==> config.mk <==
export PLATFORM = sky130hd
export DESIGN_NAME = uaar_rx
export DESIGN_NICKNAME = d
export VERILOG_FILES = /design/src/logic/uaar_pkg.sv /design/src/logic/uaar_rx.sv
export SDC_FILE = /design/constraint.sdc
export NUM_CORES = 1
export LEC_CHECK = 0
export BUFFER_PORTS_ARGS = -buffer_cell sky130_fd_sc_hd__buf_2
export CORE_UTILIZATION = 40
export CTS_CLUSTER_DIAMETER = 40
export DETAILED_ROUTE_END_ITERATION = 8
export HOLD_SLACK_MARGIN = 0.15
export PLACE_DENSITY_LB_ADDON = 0.1
export SLEW_MARGIN = 20
export SYNTH_ARGS = -nofsm -noshare
export SYNTH_HDL_FRONTEND = slang
export SYNTH_SLANG_ARGS = --single-unit
==> constraint.sdc <==
create_clock -name pclk -period 3.7 [get_ports pclk]
set_input_delay 0.74 -clock pclk [delete_from_list [all_inputs] [get_ports pclk]]
set_output_delay 0.74 -clock pclk [all_outputs]
set_load 0.01 [all_outputs]
==> src/logic/uaar_pkg.sv <==
// Purpose: Shared constants and types for the UART receive path with address match
// Assumes: APB with 32-bit data, one register per aligned word
// Notes:   Offsets are byte addresses
package uaar_pkg;

	// Register byte offsets
	localparam logic [7:0] UAAR_OFF_CTRL      = 8'h00;
	localparam logic [7:0] UAAR_OFF_STATUS    = 8'h04;
	localparam logic [7:0] UAAR_OFF_MASK      = 8'h08;
	localparam logic [7:0] UAAR_OFF_RXDATA    = 8'h0c;
	localparam logic [7:0] UAAR_OFF_OWN_ADDR  = 8'h10;
	localparam logic [7:0] UAAR_OFF_ADDR_MASK = 8'h14;
	localparam logic [7:0] UAAR_OFF_BAUD      = 8'h18;

	// Control field positions
	localparam int UAAR_CTRL_MODE_LSB = 0;
	localparam int UAAR_CTRL_REN_BIT  = 2;
	localparam int UAAR_CTRL_MPE_BIT  = 3;

	// Status field positions
	localparam int UAAR_ST_RCF_BIT = 0;
	localparam int UAAR_ST_OVR_BIT = 1;
	localparam int UAAR_ST_W       = 2;

	// Reset values
	localparam logic [7:0]  UAAR_RST_OWN_ADDR  = 8'h00;
	localparam logic [7:0]  UAAR_RST_ADDR_MASK = 8'h00;
	localparam logic [15:0] UAAR_RST_BAUD      = 16'h0008;

	// Oversampling: sixteen ticks per bit, sample at the middle
	localparam logic [3:0] UAAR_PH_MID  = 4'h7;
	localparam logic [3:0] UAAR_PH_LAST = 4'hf;
	localparam logic [3:0] UAAR_PH_HALF = 4'h8;
	localparam logic [2:0] UAAR_BIT_LAST = 3'h7;

	// Serial port modes
	localparam logic [1:0] UAAR_MODE0 = 2'h0;
	localparam logic [1:0] UAAR_MODE1 = 2'h1;

	typedef struct packed {
		logic       multiproc_match_enable;
		logic       ren;
		logic [1:0] mode;
	} uaar_ctrl_type;

	typedef enum logic [2:0] {
		UAAR_IDLE  = 3'b000,
		UAAR_START = 3'b001,
		UAAR_DATA  = 3'b010,
		UAAR_NINTH = 3'b011,
		UAAR_STOP  = 3'b100,
		UAAR_SHIFT = 3'b101,
		UAAR_DONE  = 3'b110
	} uaar_state_type;

endpackage

==> src/logic/uaar_rx.sv <==
// Purpose: UART receive path with automatic address recognition, APB registers
// Assumes: Single clock pclk at 20 MHz; rxd comes from a pin
// Notes:   Mode 0 receives on an internal shift clock driven out on shift_clk
//
// Contract
// - Address matching is active in the 9-bit modes 2 and 3 when the match enable bit is set.
// - With matching active an address frame sets the receive flag only on a given or broadcast hit.
// - Ninth bit 1 marks an address and 0 data; software clears match enable to take data.
// - In mode 1 with match enable the stop bit acts as ninth bit and must be valid on a match.
// - In mode 0 the match enable bit has no effect on reception or the receive flag.
// - Given address: mask bit 0 is don't-care, mask bit 1 requires equality with own address.
// - Broadcast address is own address OR mask; its 1 positions must be 1 in the byte.
// - Own address and mask reset to zero so every address matches.
// - In modes 1 to 3 a start bit begins reception only while receive enable is set.
`timescale 1ns/10ps
module uaar_rx
	import uaar_pkg::*;
(
	// Clock and reset
	input  wire logic        pclk,
	input  wire logic        presetn,
	// APB slave
	input  wire logic        psel,
	input  wire logic        penable,
	input  wire logic        pwrite,
	input  wire logic [7:0]  paddr,
	input  wire logic [31:0] pwdata,
	output logic      [31:0] prdata,
	output logic             pready,
	output logic             pslverr,
	// Serial line
	input  wire logic        rxd,
	output logic             shift_clk,
	// Interrupt
	output logic             irq
);

	uaar_ctrl_type        ctrl_r;
	logic [7:0]           slave_own_address_r;
	logic [7:0]           slave_address_mask_r;
	logic [15:0]          baud_div_r;
	logic [UAAR_ST_W-1:0] status_r;
	logic [UAAR_ST_W-1:0] irq_mask_r;
	logic [8:0]           rx_buf_r;
	logic [31:0]          prdata_r;
	logic                 pready_r;
	logic                 pslverr_r;
	logic                 irq_r;
	logic                 shift_clk_r;
	logic                 rxd_meta_r;
	logic                 rxd_s_r;
	logic [15:0]          div_cnt_r;
	logic                 tick_r;
	uaar_state_type       state_r;
	logic [3:0]           phase_r;
	logic [2:0]           bit_r;
	logic [7:0]           shreg_r;
	logic                 ninth_r;
	logic                 wr_en;
	logic                 rd_en;
	logic                 addr_ok;
	logic                 given_hit;
	logic                 bcast_hit;
	logic                 qual_bit;
	logic                 accept;
	logic                 set_rcf;
	logic                 set_ovr;
	logic [UAAR_ST_W-1:0] set_vec;
	logic [UAAR_ST_W-1:0] clr_vec;
	logic [7:0]           bcast_addr;

	assign prdata    = prdata_r;
	assign pready    = pready_r;
	assign pslverr   = pslverr_r;
	assign irq       = irq_r;
	assign shift_clk = shift_clk_r;

	// Access completes one cycle into the access phase
	assign wr_en = psel & penable & pready_r & pwrite;
	assign rd_en = psel & penable & ~pready_r & ~pwrite;

	always_comb begin
		addr_ok = (paddr == UAAR_OFF_CTRL) || (paddr == UAAR_OFF_STATUS) ||
			(paddr == UAAR_OFF_MASK) || (paddr == UAAR_OFF_RXDATA) ||
			(paddr == UAAR_OFF_OWN_ADDR) || (paddr == UAAR_OFF_ADDR_MASK) ||
			(paddr == UAAR_OFF_BAUD);
	end

	// APB handshake and read data
	always_ff @(posedge pclk or negedge presetn) begin
		if (!presetn) begin
			pready_r  <= 1'b0;
			pslverr_r <= 1'b0;
			prdata_r  <= 32'h0000_0000;
		end else begin
			pready_r  <= psel & penable & ~pready_r;
			pslverr_r <= psel & penable & ~pready_r & ~addr_ok;
			if (rd_en) begin
				if (paddr == UAAR_OFF_CTRL) begin
					prdata_r <= {28'h0000000, ctrl_r};
				end else if (paddr == UAAR_OFF_STATUS) begin
					prdata_r <= {30'h00000000, status_r};
				end else if (paddr == UAAR_OFF_MASK) begin
					prdata_r <= {30'h00000000, irq_mask_r};
				end else if (paddr == UAAR_OFF_RXDATA) begin
					prdata_r <= {23'h000000, rx_buf_r};
				end else if (paddr == UAAR_OFF_OWN_ADDR) begin
					prdata_r <= {24'h000000, slave_own_address_r};
				end else if (paddr == UAAR_OFF_ADDR_MASK) begin
					prdata_r <= {24'h000000, slave_address_mask_r};
				end else if (paddr == UAAR_OFF_BAUD) begin
					prdata_r <= {16'h0000, baud_div_r};
				end else begin
					prdata_r <= 32'h0000_0000;
				end
			end else if (pready_r) begin
				prdata_r <= 32'h0000_0000;
			end
		end
	end

	// Writable configuration
	always_ff @(posedge pclk or negedge presetn) begin
		if (!presetn) begin
			ctrl_r               <= '0;
			slave_own_address_r  <= UAAR_RST_OWN_ADDR;
			slave_address_mask_r <= UAAR_RST_ADDR_MASK;
			baud_div_r           <= UAAR_RST_BAUD;
			irq_mask_r           <= '0;
		end else if (wr_en) begin
			if (paddr == UAAR_OFF_CTRL) begin
				ctrl_r.mode <= pwdata[UAAR_CTRL_MODE_LSB +: 2];
				ctrl_r.ren  <= pwdata[UAAR_CTRL_REN_BIT];
				ctrl_r.multiproc_match_enable <= pwdata[UAAR_CTRL_MPE_BIT];
			end else if (paddr == UAAR_OFF_MASK) begin
				irq_mask_r <= pwdata[UAAR_ST_W-1:0];
			end else if (paddr == UAAR_OFF_OWN_ADDR) begin
				slave_own_address_r <= pwdata[7:0];
			end else if (paddr == UAAR_OFF_ADDR_MASK) begin
				slave_address_mask_r <= pwdata[7:0];
			end else if (paddr == UAAR_OFF_BAUD) begin
				baud_div_r <= pwdata[15:0];
			end
		end
	end

	// Line synchroniser
	always_ff @(posedge pclk or negedge presetn) begin
		if (!presetn) begin
			rxd_meta_r <= 1'b1;
			rxd_s_r    <= 1'b1;
		end else begin
			rxd_meta_r <= rxd;
			rxd_s_r    <= rxd_meta_r;
		end
	end

	// Oversampling tick, sixteen per bit
	always_ff @(posedge pclk or negedge presetn) begin
		if (!presetn) begin
			div_cnt_r <= 16'h0000;
			tick_r    <= 1'b0;
		end else if (state_r == UAAR_IDLE || div_cnt_r >= baud_div_r) begin
			div_cnt_r <= 16'h0000;
			tick_r    <= (state_r != UAAR_IDLE);
		end else begin
			div_cnt_r <= div_cnt_r + 16'h0001;
			tick_r    <= 1'b0;
		end
	end

	// Receive sequencer
	always_ff @(posedge pclk or negedge presetn) begin
		if (!presetn) begin
			state_r     <= UAAR_IDLE;
			phase_r     <= 4'h0;
			bit_r       <= 3'h0;
			shreg_r     <= 8'h00;
			ninth_r     <= 1'b0;
			shift_clk_r <= 1'b1;
		end else begin
			case (state_r)
				UAAR_IDLE: begin
					phase_r     <= 4'h0;
					bit_r       <= 3'h0;
					shift_clk_r <= 1'b1;
					if (ctrl_r.ren) begin
						if (ctrl_r.mode == UAAR_MODE0) begin
							if (!status_r[UAAR_ST_RCF_BIT]) begin
								state_r <= UAAR_SHIFT;
								// No stale ninth bit from an earlier frame
								ninth_r <= 1'b0;
							end
						end else if (!rxd_s_r) begin
							state_r <= UAAR_START;
						end
					end
				end
				UAAR_START: begin
					if (tick_r) begin
						phase_r <= phase_r + 4'h1;
						if (phase_r == UAAR_PH_MID) begin
							phase_r <= 4'h0;
							// False start if line went back high
							state_r <= rxd_s_r ? UAAR_IDLE : UAAR_DATA;
						end
					end
				end
				UAAR_DATA: begin
					if (tick_r) begin
						phase_r <= phase_r + 4'h1;
						if (phase_r == UAAR_PH_LAST) begin
							shreg_r <= {rxd_s_r, shreg_r[7:1]};
							bit_r   <= bit_r + 3'h1;
							if (bit_r == UAAR_BIT_LAST) begin
								state_r <= (ctrl_r.mode == UAAR_MODE1) ? UAAR_STOP : UAAR_NINTH;
							end
						end
					end
				end
				UAAR_NINTH: begin
					if (tick_r) begin
						phase_r <= phase_r + 4'h1;
						if (phase_r == UAAR_PH_LAST) begin
							ninth_r <= rxd_s_r;
							state_r <= UAAR_STOP;
						end
					end
				end
				UAAR_STOP: begin
					if (tick_r) begin
						phase_r <= phase_r + 4'h1;
						if (phase_r == UAAR_PH_LAST) begin
							// Mode 1 keeps the stop bit in the ninth position
							if (ctrl_r.mode == UAAR_MODE1) begin
								ninth_r <= rxd_s_r;
							end
							state_r <= UAAR_DONE;
						end
					end
				end
				UAAR_SHIFT: begin
					if (tick_r) begin
						phase_r     <= phase_r + 4'h1;
						shift_clk_r <= (phase_r >= UAAR_PH_HALF - 4'h1) &&
							(phase_r != UAAR_PH_LAST);
						if (phase_r == UAAR_PH_LAST) begin
							shreg_r <= {rxd_s_r, shreg_r[7:1]};
							bit_r   <= bit_r + 3'h1;
							if (bit_r == UAAR_BIT_LAST) begin
								state_r <= UAAR_DONE;
							end
						end
					end
				end
				UAAR_DONE: begin
					state_r <= UAAR_IDLE;
				end
				default: begin
					state_r <= UAAR_IDLE;
				end
			endcase
		end
	end

	// Address recognition on the eight data bits only
	always_comb begin
		bcast_addr = slave_own_address_r | slave_address_mask_r;
		given_hit  = ((shreg_r ^ slave_own_address_r) & slave_address_mask_r) == 8'h00;
		bcast_hit  = (shreg_r & bcast_addr) == bcast_addr;
		qual_bit   = ninth_r;
		if (ctrl_r.mode == UAAR_MODE0) begin
			accept = 1'b1;
		end else if (ctrl_r.multiproc_match_enable) begin
			accept = qual_bit & (given_hit | bcast_hit);
		end else begin
			accept = 1'b1;
		end
		set_rcf = (state_r == UAAR_DONE) && accept && !status_r[UAAR_ST_RCF_BIT];
		set_ovr = (state_r == UAAR_DONE) && accept && status_r[UAAR_ST_RCF_BIT];
		set_vec = '0;
		set_vec[UAAR_ST_RCF_BIT] = set_rcf;
		set_vec[UAAR_ST_OVR_BIT] = set_ovr;
		clr_vec = (wr_en && paddr == UAAR_OFF_STATUS) ? pwdata[UAAR_ST_W-1:0] : '0;
	end

	// Receive buffer loads only on an accepted frame
	always_ff @(posedge pclk or negedge presetn) begin
		if (!presetn) begin
			rx_buf_r <= 9'h000;
		end else if (set_rcf) begin
			rx_buf_r <= {ninth_r, shreg_r};
		end
	end

	// Sticky status, write one to clear, set wins
	always_ff @(posedge pclk or negedge presetn) begin
		if (!presetn) begin
			status_r <= '0;
			irq_r    <= 1'b0;
		end else begin
			status_r <= (status_r & ~clr_vec) | set_vec;
			irq_r    <= |(((status_r & ~clr_vec) | set_vec) & irq_mask_r);
		end
	end

endmodule // uaar_rx

After elaboration in Yosys (flattened, before gate mapping)
Cells that the tools add are included.
W data, S select, Z words.

storage, ports and cells
  output and inout port bits = 36
  word-level logic and storage cells = 178
  input bits = 46
  bits in registers = 123

operators by class
  add/sub/neg operators = 3
  muxes and demuxes = 51
  equal/unequal tests = 39
  bitwise operators = 23
  reductions and logical operators = 37
  order comparisons = 2

operators with widths
  operator                 number
  $mux W16                 7
  $mux W32                 3
  $mux W3                  19
  $ne A2 B2 Y1 const B     15
  $eq A8 B5 Y1 const B     3
  $pmux W3 S6              1
  $add A16 B1 Y16 const B  1
  $and A8 B8 Y8            2
  $eq A8 B4 Y1 const B     2
  $ge A16 B16 Y1           1
  $logic_not A8 Y1         2
  $reduce_and A15 Y1       1
  $eq A3 B3 Y1 const B     4
  $mux W1                  12
  $mux W4                  3
  $pmux W4 S3              1
  $reduce_and A3 Y1        4
  $reduce_and A9 Y1        1
  $reduce_bool A3 Y1       3
  $eq A8 B3 Y1 const B     1
  $eq A8 B8 Y1             1
  $ne A2 B1 Y1 const B     4
  $or A8 B8 Y8             1
  $xor A8 B8 Y8            1
  other kinds (33)         62

Depth between registers and ports, before layout
Gate-level depths: netlist (run 1).

  depth after elaboration = 12
  depth in mapped cells = 8
  depth with buffers taken out = 7

Least setup slack after synthesis (run 1)
No wires, ideal clock.

  path type = input -> register
  from = input paddr[0]
  to = register irq_mask_r[0]
  arrival = 2.389 ns
  path slack = 1.186 ns
  stages on the path = 5
  setup time = 0.125 ns
  data required time = 3.575 ns
  buffers on the path = 1
  cell sequence = or4_4 -> or3_1 -> buf_6 -> or3_4 -> mux2_4

on the way
  longest elaborated chain between the ends = 3
  elaborated cells on any way between the ends = 4
  those cells by class = 1 x eq/ne; 1 x bitwise; 2 x reduce/logical

RTL lines
  element                        line            text
  start: declaration             uaar_rx.sv:26   input wire logic [7:0] paddr,
  $logic_not A8 Y1               uaar_rx.sv:131  if (paddr == UAAR_OFF_CTRL) begin
  $not A1 Y1 (no line)           -
  $reduce_and A3 Y1 (no line) *  -
  end signal: assignment         uaar_rx.sv:136  irq_mask_r <= pwdata[UAAR_ST_W-1:0];
  end: declaration               uaar_rx.sv:43   logic [UAAR_ST_W-1:0] irq_mask_r;

Every way passes the cells marked *; elsewhere a longest branch is shown, timed or not.
A chain may end at the register's enable or synchronous reset.

Worst setup path in the final report (run 1)
  from = input paddr[0]
  to = register ctrl_r[0] (netlist bit)

on the way
  longest elaborated chain between the ends = 2

RTL lines
  element                      line            text
  $logic_not A8 Y1             uaar_rx.sv:131
  $reduce_and A2 Y1 (no line)  -
  end: declaration             uaar_rx.sv:38   uaar_ctrl_type ctrl_r;

No other way between the ends.

==> metrics.csv, run 1 <==
stage,metric,value,unit
final_layout,synth-to-layout area growth,11.2,%
clock_network,"Reg clk slew, reported paths",0.07,ns
final_layout,Final Cell Area,0.00641,sq mm
clock_network,setup repair bufs after CTS,0,
clock_network,maximum clock insertion buffer count,2,
clock_network,TritonCTS clock tree,built,
logic_synthesis,Synth Warn #,0,
sta,Fin. Hold Viols,0,
floorplan,Die Span X,122,um
sta,fin crit period,2.35,ns
placed_design,DPL Wire Length,9.70,mm
outcome,status,"finished, final reports clean",
power_and_ir_drop,Pwr Density,343,mW/mm^2
sta,# setup viols final,0,
critical_path,required time worst endpoint,3.93,ns
logic_synthesis,register area share after synthesis,0.465,
critical_path,Critical path buffers and inverters,1,
sta,Total Neg Setup Slack,0,ns
critical_path,critical-path cell list,buf_2 -> or4_4 -> or3_1 -> nor3_4 -> nand2_1 -> mux2_2,
grt,first-pass GRT wire length,21.9,mm
routing,initial DRC count,332,
logic_synthesis,Post-synth top cells,"dfrtp_1 (103), mux2_2 (55), nand2_1 (38)",
critical_path,worst r2r dst,bit_r[1]$_DFFE_PN0P_,
logic_synthesis,Post-Synth XOR/XNOR Area,0.0334,
sta,Final Cycle Share,0.636,
final_layout,diode count,0,
logic_synthesis,Compound-Gate Fraction of Synth Area,0.140,
routing,residual DRC count,0,
placed_design,Buffers on Ports,49,
placed_design,Placement Setup Slack,0.976,ns
logic_synthesis,Async SR Flop Fraction,1.00,
grt,initial antenna violation count,0,
critical_path,CP peak stage delay,0.53,ns
logic_synthesis,Synth top area share,0.447,
clock_network,# resized after CTS,0,
power_and_ir_drop,Leak,3.05,nW
logic_synthesis,Syn Std Cell Area,0.00577,sq mm
logic_synthesis,"EDFF count, synth",0,
critical_path,critical-path maximum fanout,6,
critical_path,worst r2r src,state_r[1]$_DFFE_PN0P_,
routing,via count,4267,
critical_path,Worst EP arrival,2.58,ns
final_layout,fill count,1356,
clock_network,CTS Sinks,107,
routing,Detail Route Antenna Nets,0,
logic_synthesis,post-synthesis register bit count,107,
hold_path,HP Class,reg -> reg,
critical_path,Setup crit end,ctrl_r[0]$_DFFE_PN0P_,
critical_path,CP max stage cell,or4_4,
critical_path,CP Depth,6,
clock_network,H-tree Lvls,3,
sta,skew final,0.0113,ns
routing,via-per-instance ratio,5.53,
grt,GRT Util Overall,0.195,
critical_path,CP endpoint kind,flop,
logic_synthesis,Synth Instances,545,
flow_run,maxcap violations,0,
final_layout,NumNets Final,652,
clock_network,CTS Buf Count,9,
logic_synthesis,Post-synth top flop,dfrtp_1,
floorplan,Die Y,122,um
placed_design,Area after DPL,0.00613,sq mm
sta,Max Freq,425,MHz
final_layout,final core occ,0.459,
logic_synthesis,post-synthesis mux area share,0.130,
floorplan,Initial Util,0.412,
final_layout,area of the multi-input gates,0.00284,sq mm
critical_path,r2r worst-path depth,5,
logic_synthesis,post-synth top area cell,dfrtp_1,
logic_synthesis,Simple-Gate Fraction of Synth Area,0.136,
routing,routed wire length,13.4,mm
critical_path,Worst setup startpoint,paddr[0],
floorplan,IO Count,82,
grt,number of global-route vias before repair,4158,
critical_path,critical path startpoint category,primary input,
logic_synthesis,largest family of logic cells by synthesized area,compound AO/OA/AOI/OAI gates,
critical_path,critical path type,in -> reg,
grt,total congestion overflow,0,
sta,final setup margin,1.35,ns
clock_network,CTS Hold Bufs,0,
routing,first-pass iteration count of the detailed router,4,
placed_design,final weighted congestion in routability-driven placement,0.796,
floorplan,Rows,43,
floorplan,Core Box Area,0.0140,sq mm
floorplan,die area,0.0149,sq mm
final_layout,Register Area,0.00268,sq mm
clock_network,Skew-Pair Late Insertion Delay,0.35,ns
sta,Slew headroom,0.543,
logic_synthesis,Synth cell types,65,
critical_path,R2R setup slack,1.44,ns
sta,worst-margin pin slew,0.686,ns
clock_network,CTS Root Buffer Type,clkbuf_16,
sta,RSZ-0062 raised after global routing,false,
power_and_ir_drop,Max VDD drop,0.300,mV
grt,pin count of the biggest net entering global routing,67,
logic_synthesis,largest cells by area after synthesis,"dfrtp_1 (45%), mux2_2 (11%), ha_1 (4.3%), nand2_1 (2.5%), xor2_1 (2.4%)",
critical_path,Crit path max-delay family,simple AND/OR/NAND/NOR gates,
logic_synthesis,adder-cell share of the synthesized area,0.0434,
logic_synthesis,cell with the most instances after synthesis,dfrtp_1,
sta,"Slew Viols, Final",0,
routing,routed len/inst,17.4,um
logic_synthesis,synthesized area per cell,10.6,sq um
power_and_ir_drop,total chip power,2.20,mW
final_layout,share of cells above drive strength 1,0.232,
[logic make-up after synthesis]
kind of cell / after synthesis
DFF: 107
buffers and inverters: 61
muxes: 67
adders and majority gates: 20
xor gates and xnor gates: 22
other: 1
AOI/OAI and AO/OA: 116
and+or+nand+nor: 151
[per-layer routing]
layer	share of wire	global-route usage	wire length, um	vias up
met5	0	0	0	-
met4	0.011	0.0587	144	0
met3	0.036	0.0375	476	11
met2	0.47	0.301	6280	75
met1	0.49	0.275	6500	2132
li1	-	-	-	2049
[cell type report]
class	count	share of cell area
flip-flops and latches	107	0.418
inverters	22	0.0129
clock inverters	3	0.00351
well taps	180	0.0351
clock buffers	13	0.0406
multi-input cells	392	0.443
repair buffers	54	0.0464
[report_power, final]
group / internal (mW) / switching [mW] / leakage [nW] / total [mW]
combinational: 0.0289 / 0.0762 / 1.45 / 0.105
clock: 0.494 / 0.422 / 0.128 / 0.916
sequential: 1.18 / 0.00561 / 1.47 / 1.18
[layout by cell type, fill, tap and decap left out, types with 5 or more instances in the layout]
cell         n
dfrtp_1    103
mux2_2      55
buf_2       48
nand2_1     38
o21ai_0     27
nor2_1      26
inv_1       22
nor3_1      22
ha_1        20
nand3_1     18
xor2_1      16
conb_1      16
a21oi_1     15
a22oi_1     14
and3_1      10
mux2i_1     10
clkbuf_16    9
a22o_1       8
a21o_1       6
xnor2_1      6
o22ai_1      6
nand4_1      5
nor2b_1      5
buf_4        5
[worst min path at each step]
stage | startpoint | depth (start not counted) | end | slack [ns]
floorplan | rxd_meta_r$_DFF_PN1_ | 0 | rxd_s_r$_DFF_PN1_ | 0.35
global placement | rxd_meta_r$_DFF_PN1_ | 0 | rxd_s_r$_DFF_PN1_ | 0.35
detailed placement | rxd_meta_r$_DFF_PN1_ | 0 | rxd_s_r$_DFF_PN1_ | 0.35
CTS | rxd_meta_r$_DFF_PN1_ | 0 | rxd_s_r$_DFF_PN1_ | 0.36
global route | rxd_meta_r$_DFF_PN1_ | 0 | rxd_s_r$_DFF_PN1_ | 0.37
finish | rxd_meta_r$_DFF_PN1_ | 0 | rxd_s_r$_DFF_PN1_ | 0.36
[registers in the layout, summed over array words and instances (netlist names), 8 cells and up]
register              flops
rx_buf_r                  9
slave_address_mask_r      8
slave_own_address_r       8
baud_div_r               16
prdata                   16
div_cnt_r                16
shreg_r                   8
[stage by stage]
stage / std cells / hold slack, ns
floorplan: 560 / 0.345
global placement: 755 / 0.346
detailed placement: 755 / 0.347
CTS: 771 / 0.357
global route: 771 / 0.365
finish: 771 / 0.356
Note: power is estimated with default switching activity, not from simulation.
==> run 2, diff against run 1 <==
==> constraint.sdc (replaced) <==
create_clock -name pclk -period 2.2 [get_ports pclk]
set_input_delay 0.44 -clock pclk [delete_from_list [all_inputs] [get_ports pclk]]
set_output_delay 0.44 -clock pclk [all_outputs]
set_load 0.01 [all_outputs]
==> run 2 against run 1 <==
Net effect:
- sequential share of layout area down 1.6 points
- highest routed layer unchanged
- worst setup slack worse by 1.1 ns
- utilization up 1.8 points
==> metrics.csv, run 2 (synthesized netlist as in run 1, its figures left out) <==
stage,metric,value,unit,change
final_layout,share of cells above drive strength 1,0.260,,+0.0284
grt,GRT Util Overall,0.204,,+0.00923
clock_network,CTS Root Buffer Type,clkbuf_16,,
floorplan,Die Y,122,um,unchanged
critical_path,required time worst endpoint,2.44,ns,-1.49 ns
outcome,status,"finished, final reports clean",,
critical_path,worst r2r dst,state_r[1]$_DFFE_PN0P_,,
clock_network,CTS Sinks,107,,unchanged
critical_path,r2r worst-path depth,6,,+1
floorplan,Core Box Area,0.0140,sq mm,unchanged
final_layout,NumNets Final,676,,+3.7%
sta,# setup viols final,0,,unchanged
critical_path,critical-path maximum fanout,6,,unchanged
final_layout,"most common cell after layout, fill and taps aside",dfrtp_1,,
critical_path,worst r2r src,phase_r[0]$_DFFE_PN0P_,,
critical_path,Setup crit end,state_r[1]$_DFFE_PN0P_,,
critical_path,R2R setup slack,0.21,ns,-1.23 ns
placed_design,Area after DPL,0.00634,sq mm,+3.4%
sta,final hold slack,0.188,ns,-0.168 ns
floorplan,Initial Util,0.412,,unchanged
sta,worst-margin pin slew,0.575,ns,-0.111 ns
critical_path,Worst setup startpoint,phase_r[0]$_DFFE_PN0P_,,
clock_network,H-tree Lvls,3,,unchanged
sta,RSZ-0062 raised after global routing,false,,
grt,total congestion overflow,0,,unchanged
floorplan,Rows,43,,unchanged
grt,initial antenna violation count,0,,unchanged
critical_path,Worst EP arrival,2.23,ns,-0.35 ns
routing,via count,4339,,+1.7%
final_layout,"commonest non-fill, non-tap cells in the layout","dfrtp_1 (103), mux2_2 (55), buf_2 (48)",,
placed_design,final weighted congestion in routability-driven placement,0.812,,+2.1%
sta,Final Cycle Share,0.903,,
sta,Fin. Hold Viols,0,,unchanged
power_and_ir_drop,Leak,3.20,nW,+4.8%
final_layout,synth-to-layout area growth,15.6,%,
sta,Total Neg Setup Slack,0,ns,unchanged
placed_design,Placement Setup Slack,-0.123,ns,-1.10 ns
clock_network,maximum clock insertion buffer count,2,,unchanged
clock_network,CTS Buf Count,9,,unchanged
sta,final setup margin,0.213,ns,-1.13 ns
routing,first-pass iteration count of the detailed router,5,,+1
grt,pin count of the biggest net entering global routing,42,,-37%
power_and_ir_drop,Max VDD drop,0.394,mV,+32%
clock_network,TritonCTS clock tree,built,,
power_and_ir_drop,Pwr Density,585,mW/mm^2,+70%
sta,skew final,0.00801,ns,-0.00326 ns
placed_design,Buffers on Ports,49,,unchanged
final_layout,fill count,1326,,-2.2%
clock_network,"Reg clk slew, reported paths",0.07,ns,about the same
sta,Slew headroom,0.616,,+0.0730
grt,first-pass GRT wire length,23.2,mm,+5.9%
final_layout,final core occ,0.477,,+0.0182
final_layout,Final Cell Area,0.00667,sq mm,+4.0%
hold_path,HP Class,in -> reg,,
routing,routed len/inst,17.4,um,+0.36%
floorplan,IO Count,82,,unchanged
floorplan,die area,0.0149,sq mm,unchanged
flow_run,maxcap violations,0,,unchanged
critical_path,critical path type,reg -> reg,,
critical_path,critical path startpoint category,flop,,
floorplan,Die Span X,122,um,unchanged
critical_path,CP endpoint kind,flop,,
sta,"Slew Viols, Final",0,,unchanged
routing,via-per-instance ratio,5.46,,-1.4%
sta,Max Freq,503,MHz,
placed_design,DPL Wire Length,10.2,mm,+5.2%
final_layout,diode count,0,,unchanged
routing,Detail Route Antenna Nets,0,,unchanged
clock_network,Skew-Pair Late Insertion Delay,0.35,ns,about the same
grt,number of global-route vias before repair,4301,,+3.4%
routing,initial DRC count,252,,-24%
routing,routed wire length,13.9,mm,+3.5%
routing,residual DRC count,0,,unchanged
sta,fin crit period,1.99,ns,
run 2: changes by cell type in the layout (fill, tap and decap cells not counted), sizes merged:
cell / previous run / this run
buf: 54 / 77
bufinv: 0 / 2
clkinvlp: 3 / 2
dlygate4sd3: 0 / 1
clkbuf: 13 / 12
run 2: repair_timing:
item	4_1_cts	5_1_grt
resized for setup	0	1
setup buffers	0	0
hold buffers	1	0
setup endpoints to repair	0	6
hold endpoints to repair	36	0
run 2: metal layers:
layer	vias to the layer above	global-route usage	wire (um)
met5	-	0	0
met4	0	0.0694	229
met3	16	0.0286	420
met2	85	0.310	6290
met1	2156	0.297	6930
li1	2082	-	-
run 2: power breakdown:
part	switching (mW)	leakage [nW]	internal (mW)
Combinational	0.130	1.58	0.0594
Clock	0.724	0.143	1.00
Sequential	0.00973	1.47	1.98
run 2: how the worst min path moves through the flow:
stage                         startpoint                         to  slack, ns  cells after the start
floorplan                        presetn  baud_div_r[0]$_DFFE_PN0P_       0.14                      0
global placement    rxd_meta_r$_DFF_PN1_          rxd_s_r$_DFF_PN1_       0.35                      0
detailed placement  rxd_meta_r$_DFF_PN1_          rxd_s_r$_DFF_PN1_       0.35                      0
CTS                                  rxd       rxd_meta_r$_DFF_PN1_       0.17                      1
global route                         rxd       rxd_meta_r$_DFF_PN1_       0.18                      1
finish                               rxd       rxd_meta_r$_DFF_PN1_       0.19                      1
run 2: cell type report:
cell class	instances	area, sq um	share of cell area
timing repair buffer	78	518	0.0777
multi-input combinational	392	2850	0.427
tap	180	225	0.0338
sequential	107	2680	0.402
clock buffer	12	236	0.0355
inverter	22	82.6	0.0124
clock inverter	4	75.1	0.0113
run 2: stage by stage:
| stage | total power [mW] | cells |
|---|---|---|
| finish | 3.90 | 795 |
| global route | 4.05 | 795 |
| CTS | 3.95 | 795 |
| detailed placement | 2.21 | 778 |
| global placement | 2.21 | 778 |
| floorplan | 2.11 | 560 |
run 2: critical path, cell delays in order, from the launching register on:
cell and delay (ns):
dfrtp_1 0.38, ha_1 0.27, nand3b_1 0.12, o2bb2a_1 0.30
a221o_1 0.43, a21o_1 0.19, a32o_1 0.19
